<file path="config.mk">
export PLATFORM = sky130hd
export DESIGN_NAME = spg_top
export DESIGN_NICKNAME = d
export VERILOG_FILES = /design/src/verilog/spg_gate_bank.v /design/src/verilog/spg_mode_decode.v /design/src/verilog/spg_top.v
export VERILOG_INCLUDE_DIRS = /design/src /design/src/include
export SDC_FILE = /design/constraint.sdc
export NUM_CORES = 1
export LEC_CHECK = 0
export BUFFER_PORTS_ARGS = -buffer_cell sky130_fd_sc_hd__buf_2
export CAP_MARGIN = 25
export CORE_ASPECT_RATIO = 0.8
export CORE_UTILIZATION = 30
export DETAILED_ROUTE_END_ITERATION = 10
export SLEW_MARGIN = 20
export SYNTH_ARGS = -nofsm -noshare
export SYNTH_HDL_FRONTEND = slang
export SYNTH_SLANG_ARGS = --single-unit
</file>
<file path="constraint.sdc">
create_clock -name ref_clk -period 3 [get_ports ref_clk]
set_clock_uncertainty 0.2 [all_clocks]
set_input_delay 0.3 -clock ref_clk [delete_from_list [all_inputs] [get_ports ref_clk]]
set_output_delay 0.3 -clock ref_clk [all_outputs]
set_load 0.02 [all_outputs]
</file>
<file path="src/include/spg_map.vh">
// Register map, field positions, reset values and mode codes of the gating block
// Summary of operation
// - Mode field bits 3:1: 000 idle, 010/011/110/111 deep modes, rest reserved.
// - Sleep instruction sleeps only while the sleep allow bit 0 is set.
// - Reserved bits read zero and ignore writes; software writes zero.
// - General bit 6 stops the USB clock; reinitialise after clearing.
// - General bit 4 stops the cipher engine clock; reinitialise after clearing.
// - General bit 2 gates only the counter's bus side; counting continues.
// - General bit 1 freezes event routing; clearing resumes exactly.
// - General bit 0 stops DMA; setting takes effect only with DMA disabled.
// - Port A bit 1 stops converter, bit 0 comparator, analog cores included.
// - Ports C-F: bit 6 two-wire, 4 serial, 3 SPI, 2 fine-timer extension.
// - Port bits 1 and 0 gate timers 1 and 0; clearing resumes them.
// - SPI only in C and D; fine timer and timer 1 only in C.
// - Gated peripheral is frozen and its registers are inaccessible.
// - Setting a bit of an absent peripheral has no effect.
`ifndef SPG_MAP_VH
`define SPG_MAP_VH

// ==========================================================================
// Word indices (byte address is four times the index)
// ==========================================================================
`define SPG_IDX_GEN 4'h0
`define SPG_IDX_PA 4'h1
`define SPG_IDX_PC 4'h3
`define SPG_IDX_PD 4'h4
`define SPG_IDX_PE 4'h5
`define SPG_IDX_PF 4'h6
`define SPG_IDX_CTRL 4'h8
`define SPG_IDX_STAT 4'h9

// ==========================================================================
// Writable bit masks, reset value
// ==========================================================================
`define SPG_MASK_CTRL 8'h0f
`define SPG_MASK_GEN 8'h57
`define SPG_MASK_PA 8'h03
`define SPG_MASK_PC 8'h5f
`define SPG_MASK_PD 8'h19
`define SPG_MASK_PE 8'h51
`define SPG_MASK_PF 8'h11
`define SPG_RESET 8'h00

// ==========================================================================
// Field positions
// ==========================================================================
`define SPG_SLEEP_ALLOW_BIT 0
`define SPG_MODE_LSB 1
`define SPG_MODE_MSB 3
`define SPG_GEN_USB 6
`define SPG_GEN_CIPHER 4
`define SPG_GEN_RTC 2
`define SPG_GEN_EVT 1
`define SPG_GEN_DMA 0
`define SPG_PA_CONV 1
`define SPG_PA_COMP 0
`define SPG_PT_WIRE 6
`define SPG_PT_SER 4
`define SPG_PT_SPI 3
`define SPG_PT_FINE 2
`define SPG_PT_TMR1 1
`define SPG_PT_TMR0 0

// ==========================================================================
// Sleep mode codes
// ==========================================================================
`define SPG_MODE_IDLE 3'h0
`define SPG_MODE_DEEP_OFF 3'h2
`define SPG_MODE_COUNTER_KEEP 3'h3
`define SPG_MODE_OSC_KEEP 3'h6
`define SPG_MODE_OSC_COUNTER_KEEP 3'h7

`endif

</file>
<file path="src/verilog/spg_gate_bank.v">
// One gate register with write mask and gated clock enables
`timescale 1ns/1ps
`include "spg_map.vh"

module spg_gate_bank (
    // Clock and reset
    input wire ref_clk,
    input wire rst,
    // Write port
    input wire wr_en,
    input wire [7:0] wr_data,
    input wire [7:0] wr_mask,
    input wire [7:0] set_block,
    // State
    output reg [7:0] gate_r,
    output wire [7:0] clk_en
);

    reg [7:0] gate_nxt;
    integer i;

    // Masked write; blocked bits may clear but not newly set
    always @* begin
        gate_nxt = gate_r;
        for (i = 0; i < 8; i = i + 1) begin
            if (wr_en && wr_mask[i]) begin
                if (!(wr_data[i] && !gate_r[i] && set_block[i])) begin
                    gate_nxt[i] = wr_data[i];
                end
            end
        end
    end

    // Register with reset to zero
    always @(posedge ref_clk or posedge rst) begin
        if (rst) begin
            gate_r <= `SPG_RESET;
        end else begin
            gate_r <= gate_nxt;
        end
    end

    // A set bit stops the peripheral's clock enable, freezing its state
    assign clk_en = ~gate_r;

endmodule // spg_gate_bank

</file>
<file path="src/verilog/spg_mode_decode.v">
// Sleep mode field decoder
`timescale 1ns/1ps
`include "spg_map.vh"

module spg_mode_decode (
    // Mode field
    input wire [2:0] sleep_mode_select,
    // Decoded one-hot: idle, deep off, counter keep, osc keep, osc+counter
    output reg [4:0] mode_onehot,
    output reg mode_valid
);

    // Decode legal codes; reserved codes give no mode
    always @* begin
        mode_onehot = 5'h00;
        mode_valid = 1'b1;
        case (sleep_mode_select)
            `SPG_MODE_IDLE: mode_onehot = 5'h01;
            `SPG_MODE_DEEP_OFF: mode_onehot = 5'h02;
            `SPG_MODE_COUNTER_KEEP: mode_onehot = 5'h04;
            `SPG_MODE_OSC_KEEP: mode_onehot = 5'h08;
            `SPG_MODE_OSC_COUNTER_KEEP: mode_onehot = 5'h10;
            default: mode_valid = 1'b0;
        endcase
    end

endmodule // spg_mode_decode

</file>
<file path="src/verilog/spg_top.v">
// Sleep control and peripheral clock gating with Avalon-MM slave
//
// The implementer's own choice: the Avalon-MM slave port.
`timescale 1ns/1ps
`include "spg_map.vh"

module spg_top (
    // Clock and reset
    input wire ref_clk,
    input wire rst,
    // Avalon-MM slave
    input wire [5:0] avs_address,
    input wire avs_read,
    input wire avs_write,
    input wire [31:0] avs_writedata,
    input wire [3:0] avs_byteenable,
    output reg [31:0] avs_readdata,
    output wire avs_waitrequest,
    // CPU core
    input wire sleep_instr,
    input wire dma_enabled,
    // Sleep request to clock system
    output reg sleep_req_r,
    output reg [2:0] sleep_mode_r,
    // Clock enables: general {usb,cipher,rtc_bus,event,dma}
    output wire usb_clk_en,
    output wire cipher_clk_en,
    output wire rtc_bus_clk_en,
    output wire event_routing_clk_en,
    output wire dma_clk_en,
    // Port A analog enables
    output wire conv_clk_en,
    output wire comp_clk_en,
    // Port C..F enables, one bit per port, bit 0 = C
    output wire [3:0] two_wire_clk_en,
    output wire [3:0] serial0_clk_en,
    output wire [3:0] spi_clk_en,
    output wire [3:0] fine_timer_ext_clk_en,
    output wire [3:0] timer1_clk_en,
    output wire [3:0] timer0_clk_en
);

    // ======================================================================
    // Bus handshake: one wait cycle, then answer
    // ======================================================================
    // Handshake state and strobes
    reg ack_r;
    reg ack_nxt;
    wire req;
    wire wr_go;
    wire rd_load;

    // Request, wait and accept strobes
    assign req = avs_read | avs_write;
    assign avs_waitrequest = req & ~ack_r;
    assign wr_go = avs_write & ack_r & avs_byteenable[0]; // Lane 0 only
    assign rd_load = avs_read & ~ack_r; // Read word captured in wait cycle

    // Ack rises for one cycle after the single wait cycle
    always @* begin
        ack_nxt = 1'b0;
        if (req && !ack_r) begin
            ack_nxt = 1'b1;
        end
    end

    // Ack pulses on the second cycle of each request
    always @(posedge ref_clk or posedge rst) begin
        if (rst) begin
            ack_r <= 1'b0;
        end else begin
            ack_r <= ack_nxt;
        end
    end

    // Index selects a word; byte address bits 1:0 are ignored
    wire [3:0] idx = avs_address[5:2];

    function is_idx;
        input [3:0] a;
        input [3:0] b;
        begin
            is_idx = (a == b);
        end
    endfunction

    // ======================================================================
    // Word selects of the register map
    // ======================================================================
    wire sel_gen;
    wire sel_pa;
    wire sel_ctrl;

    // One select each for the general, port A and control words
    assign sel_gen = is_idx(idx, `SPG_IDX_GEN);
    assign sel_pa = is_idx(idx, `SPG_IDX_PA);
    assign sel_ctrl = is_idx(idx, `SPG_IDX_CTRL);

    // ======================================================================
    // Sleep control register
    // ======================================================================
    // Control register and its next value
    reg [7:0] sleep_ctrl_r;
    reg [7:0] sleep_ctrl_nxt;

    // Only bits 3:0 are kept; upper bits read zero
    always @* begin
        sleep_ctrl_nxt = sleep_ctrl_r;
        if (wr_go && sel_ctrl) begin
            sleep_ctrl_nxt = avs_writedata[7:0] & `SPG_MASK_CTRL;
        end
    end

    // Control register, cleared by reset
    always @(posedge ref_clk or posedge rst) begin
        if (rst) begin
            sleep_ctrl_r <= `SPG_RESET;
        end else begin
            sleep_ctrl_r <= sleep_ctrl_nxt;
        end
    end

    wire sleep_allow = sleep_ctrl_r[`SPG_SLEEP_ALLOW_BIT];
    wire [2:0] sleep_mode_select = sleep_ctrl_r[`SPG_MODE_MSB:`SPG_MODE_LSB];
    wire [4:0] mode_onehot;
    wire mode_valid;

    // Mode field decode; reserved codes clear the valid flag
    spg_mode_decode u_dec (
        .sleep_mode_select(sleep_mode_select),
        .mode_onehot(mode_onehot),
        .mode_valid(mode_valid)
    );

    // Mode code rebuilt from the one-hot decode; no valid bit gives idle
    function [2:0] onehot_code;
        input [4:0] oh;
        begin
            case (oh)
                5'h02: onehot_code = `SPG_MODE_DEEP_OFF;
                5'h04: onehot_code = `SPG_MODE_COUNTER_KEEP;
                5'h08: onehot_code = `SPG_MODE_OSC_KEEP;
                5'h10: onehot_code = `SPG_MODE_OSC_COUNTER_KEEP;
                default: onehot_code = `SPG_MODE_IDLE;
            endcase
        end
    endfunction

    reg sleep_req_nxt;
    reg [2:0] sleep_mode_nxt;
    wire sleep_take;

    // Sleep request only with allow set; reserved mode codes are refused
    assign sleep_take = sleep_instr & sleep_allow & mode_valid;

    // Request lasts one cycle; the mode holds until the next taken sleep
    always @* begin
        sleep_req_nxt = sleep_take;
        sleep_mode_nxt = sleep_mode_r;
        if (sleep_take) begin
            sleep_mode_nxt = onehot_code(mode_onehot);
        end
    end

    // Sleep request pulse and held mode code
    always @(posedge ref_clk or posedge rst) begin
        if (rst) begin
            sleep_req_r <= 1'b0;
            sleep_mode_r <= `SPG_MODE_IDLE;
        end else begin
            sleep_req_r <= sleep_req_nxt;
            sleep_mode_r <= sleep_mode_nxt;
        end
    end

    // ======================================================================
    // Gate registers: general, A, C, D, E, F
    // ======================================================================
    wire [7:0] gen_r;
    wire [7:0] pa_r;
    wire [7:0] gen_en;
    wire [7:0] pa_en;
    wire [7:0] dma_block;
    wire gen_wr;
    wire pa_wr;

    // Only the DMA bit is refused, and only while the controller runs
    assign dma_block = {7'h00, dma_enabled} << `SPG_GEN_DMA;

    // Write strobes of the general and port A words
    assign gen_wr = wr_go & sel_gen;
    assign pa_wr = wr_go & sel_pa;

    // General word: a DMA gate cannot be newly set while it runs
    spg_gate_bank u_gen (
        .ref_clk(ref_clk),
        .rst(rst),
        .wr_en(gen_wr),
        .wr_data(avs_writedata[7:0]),
        .wr_mask(`SPG_MASK_GEN),
        .set_block(dma_block),
        .gate_r(gen_r),
        .clk_en(gen_en)
    );

    // Port A word: converter and comparator gates
    spg_gate_bank u_pa (
        .ref_clk(ref_clk),
        .rst(rst),
        .wr_en(pa_wr),
        .wr_data(avs_writedata[7:0]),
        .wr_mask(`SPG_MASK_PA),
        .set_block(8'h00),
        .gate_r(pa_r),
        .clk_en(pa_en)
    );

    // Per-port index and mask tables, C..F
    wire [15:0] port_idx = {`SPG_IDX_PF, `SPG_IDX_PE, `SPG_IDX_PD, `SPG_IDX_PC};
    wire [31:0] port_mask = {`SPG_MASK_PF, `SPG_MASK_PE, `SPG_MASK_PD,
        `SPG_MASK_PC};
    wire [31:0] port_r;
    wire [31:0] port_en;

    genvar g;
    generate
        for (g = 0; g < 4; g = g + 1) begin : g_port
            wire port_wr;

            // Write strobe of this port word
            assign port_wr = wr_go & is_idx(idx, port_idx[4*g+3:4*g]);

            spg_gate_bank u_p (
                .ref_clk(ref_clk),
                .rst(rst),
                .wr_en(port_wr),
                .wr_data(avs_writedata[7:0]),
                .wr_mask(port_mask[8*g+7:8*g]),
                .set_block(8'h00),
                .gate_r(port_r[8*g+7:8*g]),
                .clk_en(port_en[8*g+7:8*g])
            );
            // Absent peripherals never set, so their enable stays high
            assign two_wire_clk_en[g] = port_en[8*g+`SPG_PT_WIRE];
            assign spi_clk_en[g] = port_en[8*g+`SPG_PT_SPI];
            assign fine_timer_ext_clk_en[g] = port_en[8*g+`SPG_PT_FINE];
            assign timer1_clk_en[g] = port_en[8*g+`SPG_PT_TMR1];

            // Serial port and timer 0 exist in every port word
            assign serial0_clk_en[g] = port_en[8*g+`SPG_PT_SER];
            assign timer0_clk_en[g] = port_en[8*g+`SPG_PT_TMR0];
        end
    endgenerate

    // General word enables
    assign usb_clk_en = gen_en[`SPG_GEN_USB];
    assign cipher_clk_en = gen_en[`SPG_GEN_CIPHER];
    assign rtc_bus_clk_en = gen_en[`SPG_GEN_RTC];
    assign event_routing_clk_en = gen_en[`SPG_GEN_EVT];
    assign dma_clk_en = gen_en[`SPG_GEN_DMA];

    // Port A analog enables; the analog cores stop as well
    assign conv_clk_en = pa_en[`SPG_PA_CONV];
    assign comp_clk_en = pa_en[`SPG_PA_COMP];

    // ======================================================================
    // Read mux; status word shows the pending request and mode
    // ======================================================================
    reg [7:0] rd_byte;
    wire [7:0] status_byte;

    // Status word: pending request in bit 0, held mode above it
    assign status_byte = {4'h0, sleep_mode_r, sleep_req_r};

    // Register byte selected by the word index
    always @* begin
        case (idx)
            `SPG_IDX_GEN: rd_byte = gen_r;
            `SPG_IDX_PA: rd_byte = pa_r;
            `SPG_IDX_PC: rd_byte = port_r[7:0];
            `SPG_IDX_PD: rd_byte = port_r[15:8];
            `SPG_IDX_PE: rd_byte = port_r[23:16];
            `SPG_IDX_PF: rd_byte = port_r[31:24];
            `SPG_IDX_CTRL: rd_byte = sleep_ctrl_r;
            `SPG_IDX_STAT: rd_byte = status_byte;
            default: rd_byte = 8'h00;
        endcase
    end

    reg [31:0] readdata_nxt;

    // Read word: register byte in lane 0, upper lanes zero
    always @* begin
        readdata_nxt = avs_readdata;
        if (rd_load) begin
            readdata_nxt = {24'h000000, rd_byte};
        end
    end

    // Read data registered in the wait cycle, standing at the answer
    always @(posedge ref_clk or posedge rst) begin
        if (rst) begin
            avs_readdata <= 32'h0000_0000;
        end else begin
            avs_readdata <= readdata_nxt;
        end
    end

endmodule // spg_top
</file>
Yosys cells after proc, flatten, opt, wreduce, memory -nomap -nowiden

Index checks and enable logic that the tools add are counted.

Mux-type cells: 5
Equality and inequality tests: 15
Order comparisons: 0
Reduce and logical (&&, ||, !) cells: 10
Bitwise operators: 21
Divide/modulo/power cells: 0
Multiply operators: 0
Add/sub/neg operators: 0
Shift operators: 0

Operators with widths:

| kind                                                | number |
|---|---|
| one-hot mux 7 bit (8 select lines)                  | 1 |
| one-hot mux 5 bit (5 select lines)                  | 1 |
| inverter 7 bit                                      | 3 |
| inverter 5 -> 7 bit                                 | 2 |
| bitwise AND 1 bit                                   | 12 |
| equality test 4 x 3 -> 1 bit, second input constant | 3 |
| one-hot mux 3 bit (4 select lines)                  | 1 |
| equality test 4 bit, second input constant          | 2 |
| equality test 3 x 2 -> 1 bit, second input constant | 2 |
| equality test 3 bit, second input constant          | 2 |
| equality test 5 x 2 -> 1 bit, second input constant | 1 |
| equality test 5 x 3 -> 1 bit, second input constant | 1 |
| equality test 5 x 4 -> 1 bit, second input constant | 1 |
| equality test 5 bit, second input constant          | 1 |
| OR reduction 5 bit                                  | 1 |
| equality test 4 x 1 -> 1 bit, second input constant | 1 |
| equality test 4 x 2 -> 1 bit, second input constant | 1 |
| logical AND 1 bit                                   | 4 |
| zero test 4 bit                                     | 1 |
| zero test 3 bit                                     | 1 |
| zero test 1 bit                                     | 2 |
| 2-to-1 mux 1 bit                                    | 2 |
| inverter 1 bit                                      | 2 |
| inverter 2 bit                                      | 1 |
| other kinds (2)                                     | 2 |

Bits in read-only memories: 0
Memory bits (writable): 0
Input port bits: 48
Memories kept: 0
Register bits after elaboration: 38
Latch bits: 0
Word-level logic and storage cells: 63
Output and inout bits: 68

Logic depth before layout (Yosys ltp)

Depth after elaboration: 5
Depth in mapped cells: 6
Mapped depth without buffers: 4

By module

From an unflattened synthesis, not the netlist that was laid out.

Cell total of the unflattened synthesis: 437
Area total of the unflattened synthesis: 4430.5 um2

By module, submodules not included:

| module          | instances | area each (um2) | cells an instance |
|---|---|---|---|
| spg_gate_bank   | 6         | 474.2           | 43 |
| spg_top         | 1         | 1535.2          | 173 |
| spg_mode_decode | 1         | 50.0            | 6 |

Worst setup path after synthesis

OpenSTA, ideal clock, no wires.

Path kind: register to register
Start: register ack_r
End: register u_gen.gate_r[1]
Arrival: 1260 ps
Clock period less this slack: 1585 ps
Setup slack: 1415 ps
Cell stages (with the launch flop): 5
Setup time: 125 ps
Data required time: 2675 ps
Buffers on the path: 0
Path through: dfrtp_1 > and3_2 > nand2_1 > nor3_4 > mux2_2

Longest elaborated chain between the ends: 3

RTL lines:

| what                            | line               | text |
|---|---|---|
| start: declaration              | spg_top.v:47       | `reg ack_r;` |
| start signal: assignment        | spg_top.v:72       | `ack_r <= ack_nxt;` |
| bitwise AND 1 bit (2 in series) | spg_top.v:56       | `assign wr_go = avs_write & ack_r & avs_byteenable[0];` |
| bitwise AND 1 bit               | spg_top.v:191      | `assign gen_wr = wr_go & sel_gen;` |
| end signal: assignment          | spg_gate_bank.v:37 | `` gate_r <= `SPG_RESET; `` |
| end signal: assignment          | spg_gate_bank.v:39 | `gate_r <= gate_nxt;` |
| end: declaration                | spg_gate_bank.v:15 | `output reg [7:0] gate_r,` |

Every way passes these cells.
A chain may end at the register's enable or synchronous reset.

Worst setup path after layout

Start: register ack_r
End: register u_gen.gate_r[6]

The elaborated chain is that of the path after synthesis.

==> impl_table.tex <==
\begin{tabular}{lr}
\hline
Metric & Value \\
\hline
\multicolumn{2}{l}{\textbf{Synthesis}} \\
\quad Cells taking the most area after synthesis & sky130\_fd\_sc\_hd\_\_dfrtp\_1 42\%, sky130\_fd\_sc\_hd\_\_buf\_4 13\%, sky130\_fd\_sc\_hd\_\_mux2\_2 7.8\%, sky130\_fd\_sc\_hd\_\_inv\_1 4.2\%, sky130\_fd\_sc\_hd\_\_o21ai\_0 3.0\% \\
\quad Per-instance average area after synthesis & 9.69 µm² \\
\quad Post-synthesis sequential area ratio & 41.9\% \\
\quad Warnings, synthesis & 0 \\
\quad Post-synthesis cell type count & 47 \\
\quad Most frequently used cell type in the post-synthesis netlist & sky130\_fd\_sc\_hd\_\_buf\_4 \\
\quad Area of the mapped netlist & 2150 µm² \\
\quad Fraction of synthesized cell area taken by the top area cell type & 41.9\% \\
\quad Number of synthesized flops with an enable pin & 0 \\
\quad Flops \& latches, synth & 36 \\
\quad Number of cells produced by synthesis & 222 \\
\quad Cell accounting for the most synthesized area & sky130\_fd\_sc\_hd\_\_dfrtp\_1 \\
\quad Most instantiated flip-flop cell in the synthesis netlist & sky130\_fd\_sc\_hd\_\_dfrtp\_1 \\
\quad Async SR Flop Fraction & 100\% \\
\quad Most frequent cells after synthesis & 38 x sky130\_fd\_sc\_hd\_\_buf\_4, 36 x sky130\_fd\_sc\_hd\_\_dfrtp\_1, 24 x sky130\_fd\_sc\_hd\_\_inv\_1, 17 x sky130\_fd\_sc\_hd\_\_nand2\_1, 15 x sky130\_fd\_sc\_hd\_\_mux2\_2 \\
\multicolumn{2}{l}{\textbf{Pwr}} \\
\quad Sw Ratio & 35.5\% \\
\quad Pwr dens & $\sim$550 nW/µm² \\
\quad Int Pwr & 863 µW \\
\quad Comb power frac & between 20\% and 30\% \\
\quad Worst vdd rail ir drop & 0.000200 V \\
\quad Power share of the clock group & around 27\% \\
\quad Sum of internal, switching and leakage power & 1.34 mW \\
\quad Switching component of the power & 474 µW \\
\quad Cell leakage power & around 1.2 nW \\
\quad Sequential fraction of design power & 45.7\% \\
\multicolumn{2}{l}{\textbf{Setup path}} \\
\quad Highest fanout seen on the critical path & 5 \\
\quad CP startpoint & ack\_r \\
\quad Critical path class & reg2reg \\
\quad CP Capture Type & register \\
\quad CP arrival & 1.80 ns \\
\quad Type of element launching the critical path & register \\
\quad Worst reg2reg path startpoint & ack\_r \\
\quad Data required time at the worst endpoint & 2.98 ns \\
\multicolumn{2}{l}{\textbf{Clocking}} \\
\quad Number of buffers inserted by post-CTS setup repair & 0 \\
\quad CTS tree & yes \\
\quad Level count of the clock H-tree & 2 \\
\quad Number of sinks handled by clock tree synthesis & 36 \\
\quad Clock buffers created by TritonCTS & 5 \\
\quad Deepest clock path buffer count & 2 \\
\quad Clock latency on the worst-skew pair & 0.29 ns \\
\quad CTS Root Buffer Type & sky130\_fd\_sc\_hd\_\_clkbuf\_8 \\
\quad Post-CTS clock slew at the launch and capture registers of the worst setup and hold paths & around 0.070 ns \\
\multicolumn{2}{l}{\textbf{Hold path}} \\
\quad Path class of the lowest-slack min-delay path & in2reg \\
\quad Worst Hold Launch & sleep\_instr \\
\multicolumn{2}{l}{\textbf{Die}} \\
\quad Area of the placeable core & about 6900 µm² \\
\quad Die height & approximately 78 µm \\
\quad Chip Width & 96.7 µm \\
\quad Row count & 27 \\
\quad Number of top-level pins & 116 \\
\quad Effective utilization at floorplan & between 30\% and 40\% \\
\quad Die Footprint & 7520 µm² \\
\multicolumn{2}{l}{\textbf{Place}} \\
\quad Final Wtd Congestion & between 0.7 and 0.8 \\
\quad Input/output buffers & 48 \\
\quad DP Worst Slack & 1.10 ns \\
\quad Placed insts & about 350 \\
\quad Detailed Place HPWL & 3620 µm \\
\quad Post-detailed-placement cell area & 2310 µm² \\
\multicolumn{2}{l}{\textbf{Layout}} \\
\quad Final core utilization & 34.9\% \\
\quad Layout-stage area growth over the synthesis result & 12.3\% \\
\quad Post-layout instance area & 2420 µm² \\
\quad Share of final-layout standard cells stronger than drive strength 1 & about 29\% \\
\quad Number of non-filler instances in the completed layout & 358 \\
\quad Antenna fix cells & 0 \\
\quad Number of nets in the layout & 318 \\
\multicolumn{2}{l}{\textbf{Timing}} \\
\quad Final Critical Period & 1.82 ns \\
\quad Worst hold margin & between 0.04 and 0.05 ns \\
\quad Worst-margin pin slew & roughly 0.54 ns \\
\quad Max Clock Freq & 0.551 GHz \\
\quad Count of pins over their slew limit & 0 \\
\quad Minimum setup slack in the final design & between 1 and 1.5 ns \\
\quad Accumulated negative setup slack & 0 ns \\
\quad Setup repair after global routing missed its margin & no \\
\quad Total setup violations reported at the end of the flow & 0 \\
\quad Worst-case headroom to the max-slew limit & 64.0\% \\
\quad Hold violation count in the final report & 0 \\
\quad Final worst-path cycle share & between 60\% and 70\% \\
\multicolumn{2}{l}{\textbf{GRT}} \\
\quad Overall routing resource usage & 13.1\% \\
\quad Initial antenna violation count & 0 \\
\quad Sum of overflow across all layers after global routing & 0 \\
\quad Largest net degree at the start of global routing & 37 \\
\quad First-pass GRT wire length & around 7700 µm \\
\quad Number of global-route vias before repair & 1,413 \\
\multicolumn{2}{l}{\textbf{Detailed routing}} \\
\quad Per-cell via count in the routed design & 4.35 \\
\quad First-pass iteration count of the detailed router & 4 \\
\quad Count of vias placed by the detailed router & 1,557 \\
\quad Antenna Nets Post-Route & 0 \\
\quad Starting DRT DRC Count & 139 \\
\quad Final routed wire length divided by cell count & 13.4 µm \\
\quad Routed wire length & a little under 5000 µm \\
\quad DR DRC count & 0 \\
\multicolumn{2}{l}{\textbf{Status}} \\
\quad Status & finished, final reports clean \\
\multicolumn{2}{l}{\textbf{Flow run}} \\
\quad Number of max-cap violations & 0 \\
\hline
\end{tabular}
[kinds of logic (layout without fill, tap and decap cells)]
group	count (synthesis)	in the layout	synth area share [%]
buffers and inverters	67	82	19.2
AND/OR/NAND/NOR	57	57	15.9
AO/OA/AOI/OAI	39	39	12.2
flip-flops	36	36	41.9
multiplexers	20	20	10.2
other	2	36	0.349
XOR/XNOR	1	1	0.407
[metal layers]
metal | vias to the layer above | share of wire (%) | track usage (%)
met1 | 724 | 52 | 19.3
met3 | 5 | 4.4 | 3.15
met4 | 0 | 1.0 | 4.93
met2 | 46 | 42 | 18.2
li1 | 782 | - | -
met5 | - | 0 | 0
[worst paths after layout]
path | slack [ns] | cells after the start | endpoint
hold / removal | 0.05 | 2 | sleep_mode_r[0]
setup reg to reg | 1.18 | 4 | u_gen.gate_r[6]
min in group asynchronous | 0.45 | 4 | g_port[0].u_p.gate_r[6]
hold reg to reg | 0.28 | 2 | avs_readdata[3]
setup / recovery | 1.18 | 4 | u_gen.gate_r[6]
max in group asynchronous | 1.80 | 4 | sleep_mode_r[2]
[cell usage in the layout (no fill, tap or decap), types with 2 or more instances in the layout]
cell,Yosys,routed
sky130_fd_sc_hd__a211oi_1,3,3
sky130_fd_sc_hd__a21oi_1,4,4
sky130_fd_sc_hd__a2bb2oi_1,2,2
sky130_fd_sc_hd__a31oi_1,4,4
sky130_fd_sc_hd__and4b_1,3,3
sky130_fd_sc_hd__buf_2,3,48
sky130_fd_sc_hd__clkbuf_8,0,6
sky130_fd_sc_hd__conb_1,2,36
sky130_fd_sc_hd__dfrtp_1,36,36
sky130_fd_sc_hd__inv_1,24,24
sky130_fd_sc_hd__mux2_2,15,15
sky130_fd_sc_hd__mux2i_1,5,5
sky130_fd_sc_hd__nand2_1,17,17
sky130_fd_sc_hd__nand3_1,4,4
sky130_fd_sc_hd__nand4b_1,2,2
sky130_fd_sc_hd__nor2_1,8,8
sky130_fd_sc_hd__nor2b_1,3,3
sky130_fd_sc_hd__nor3_1,2,2
sky130_fd_sc_hd__nor3b_1,2,2
sky130_fd_sc_hd__nor4_1,2,2
sky130_fd_sc_hd__o21ai_0,13,13
sky130_fd_sc_hd__o31a_1,2,2
sky130_fd_sc_hd__o31ai_1,2,2
sky130_fd_sc_hd__or3b_1,2,2
[critical path: stages, from the launching register on]
cell	delay (ns)
sky130_fd_sc_hd__dfrtp_1	0.38
sky130_fd_sc_hd__and3_2	0.25
sky130_fd_sc_hd__nand2_1	0.18
sky130_fd_sc_hd__nor3_4	0.31
sky130_fd_sc_hd__mux2_2	0.38
[sequential cells by signal (all words and copies together) (netlist names)]
| register | flops |
|---|---|
| sleep_mode_r | 3 |
| avs_readdata | 6 |
| sleep_req_r | 1 |
| u_gen.gate_r | 5 |
| g_port.u_p.gate_r | 14 |
| u_pa.gate_r | 2 |
| sleep_ctrl_r | 4 |
| ack_r | 1 |
[power groups by stage]
stage,clock [mW],sequential (mW),combinational [mW]
final,0.364,0.611,0.362
after global routing,0.399,0.621,0.400
after CTS,0.375,0.612,0.366
after detailed placement,0,0.622,0.364
after global placement,0,0.618,0.360
after floorplan,0,0.621,0.279
[timing repair]
| action | 4_1_cts | 5_1_grt |
|---|---|---|
| hold buffers | 1 | 0 |
| endpoints found under the hold margin | 36 | 0 |
| resized for setup | 0 | 0 |
[area by class of cell]
type                       instances  area [µm²]
clock inverter                     1        7.51
fill                             739        4510
clock buffer                       7        86.3
sequential                        36         901
multi-input combinational        153         966
inverter                          24        90.1
tap                               87         109
timing repair buffer              50         258
Note: power is estimated with default switching activity, not from simulation.
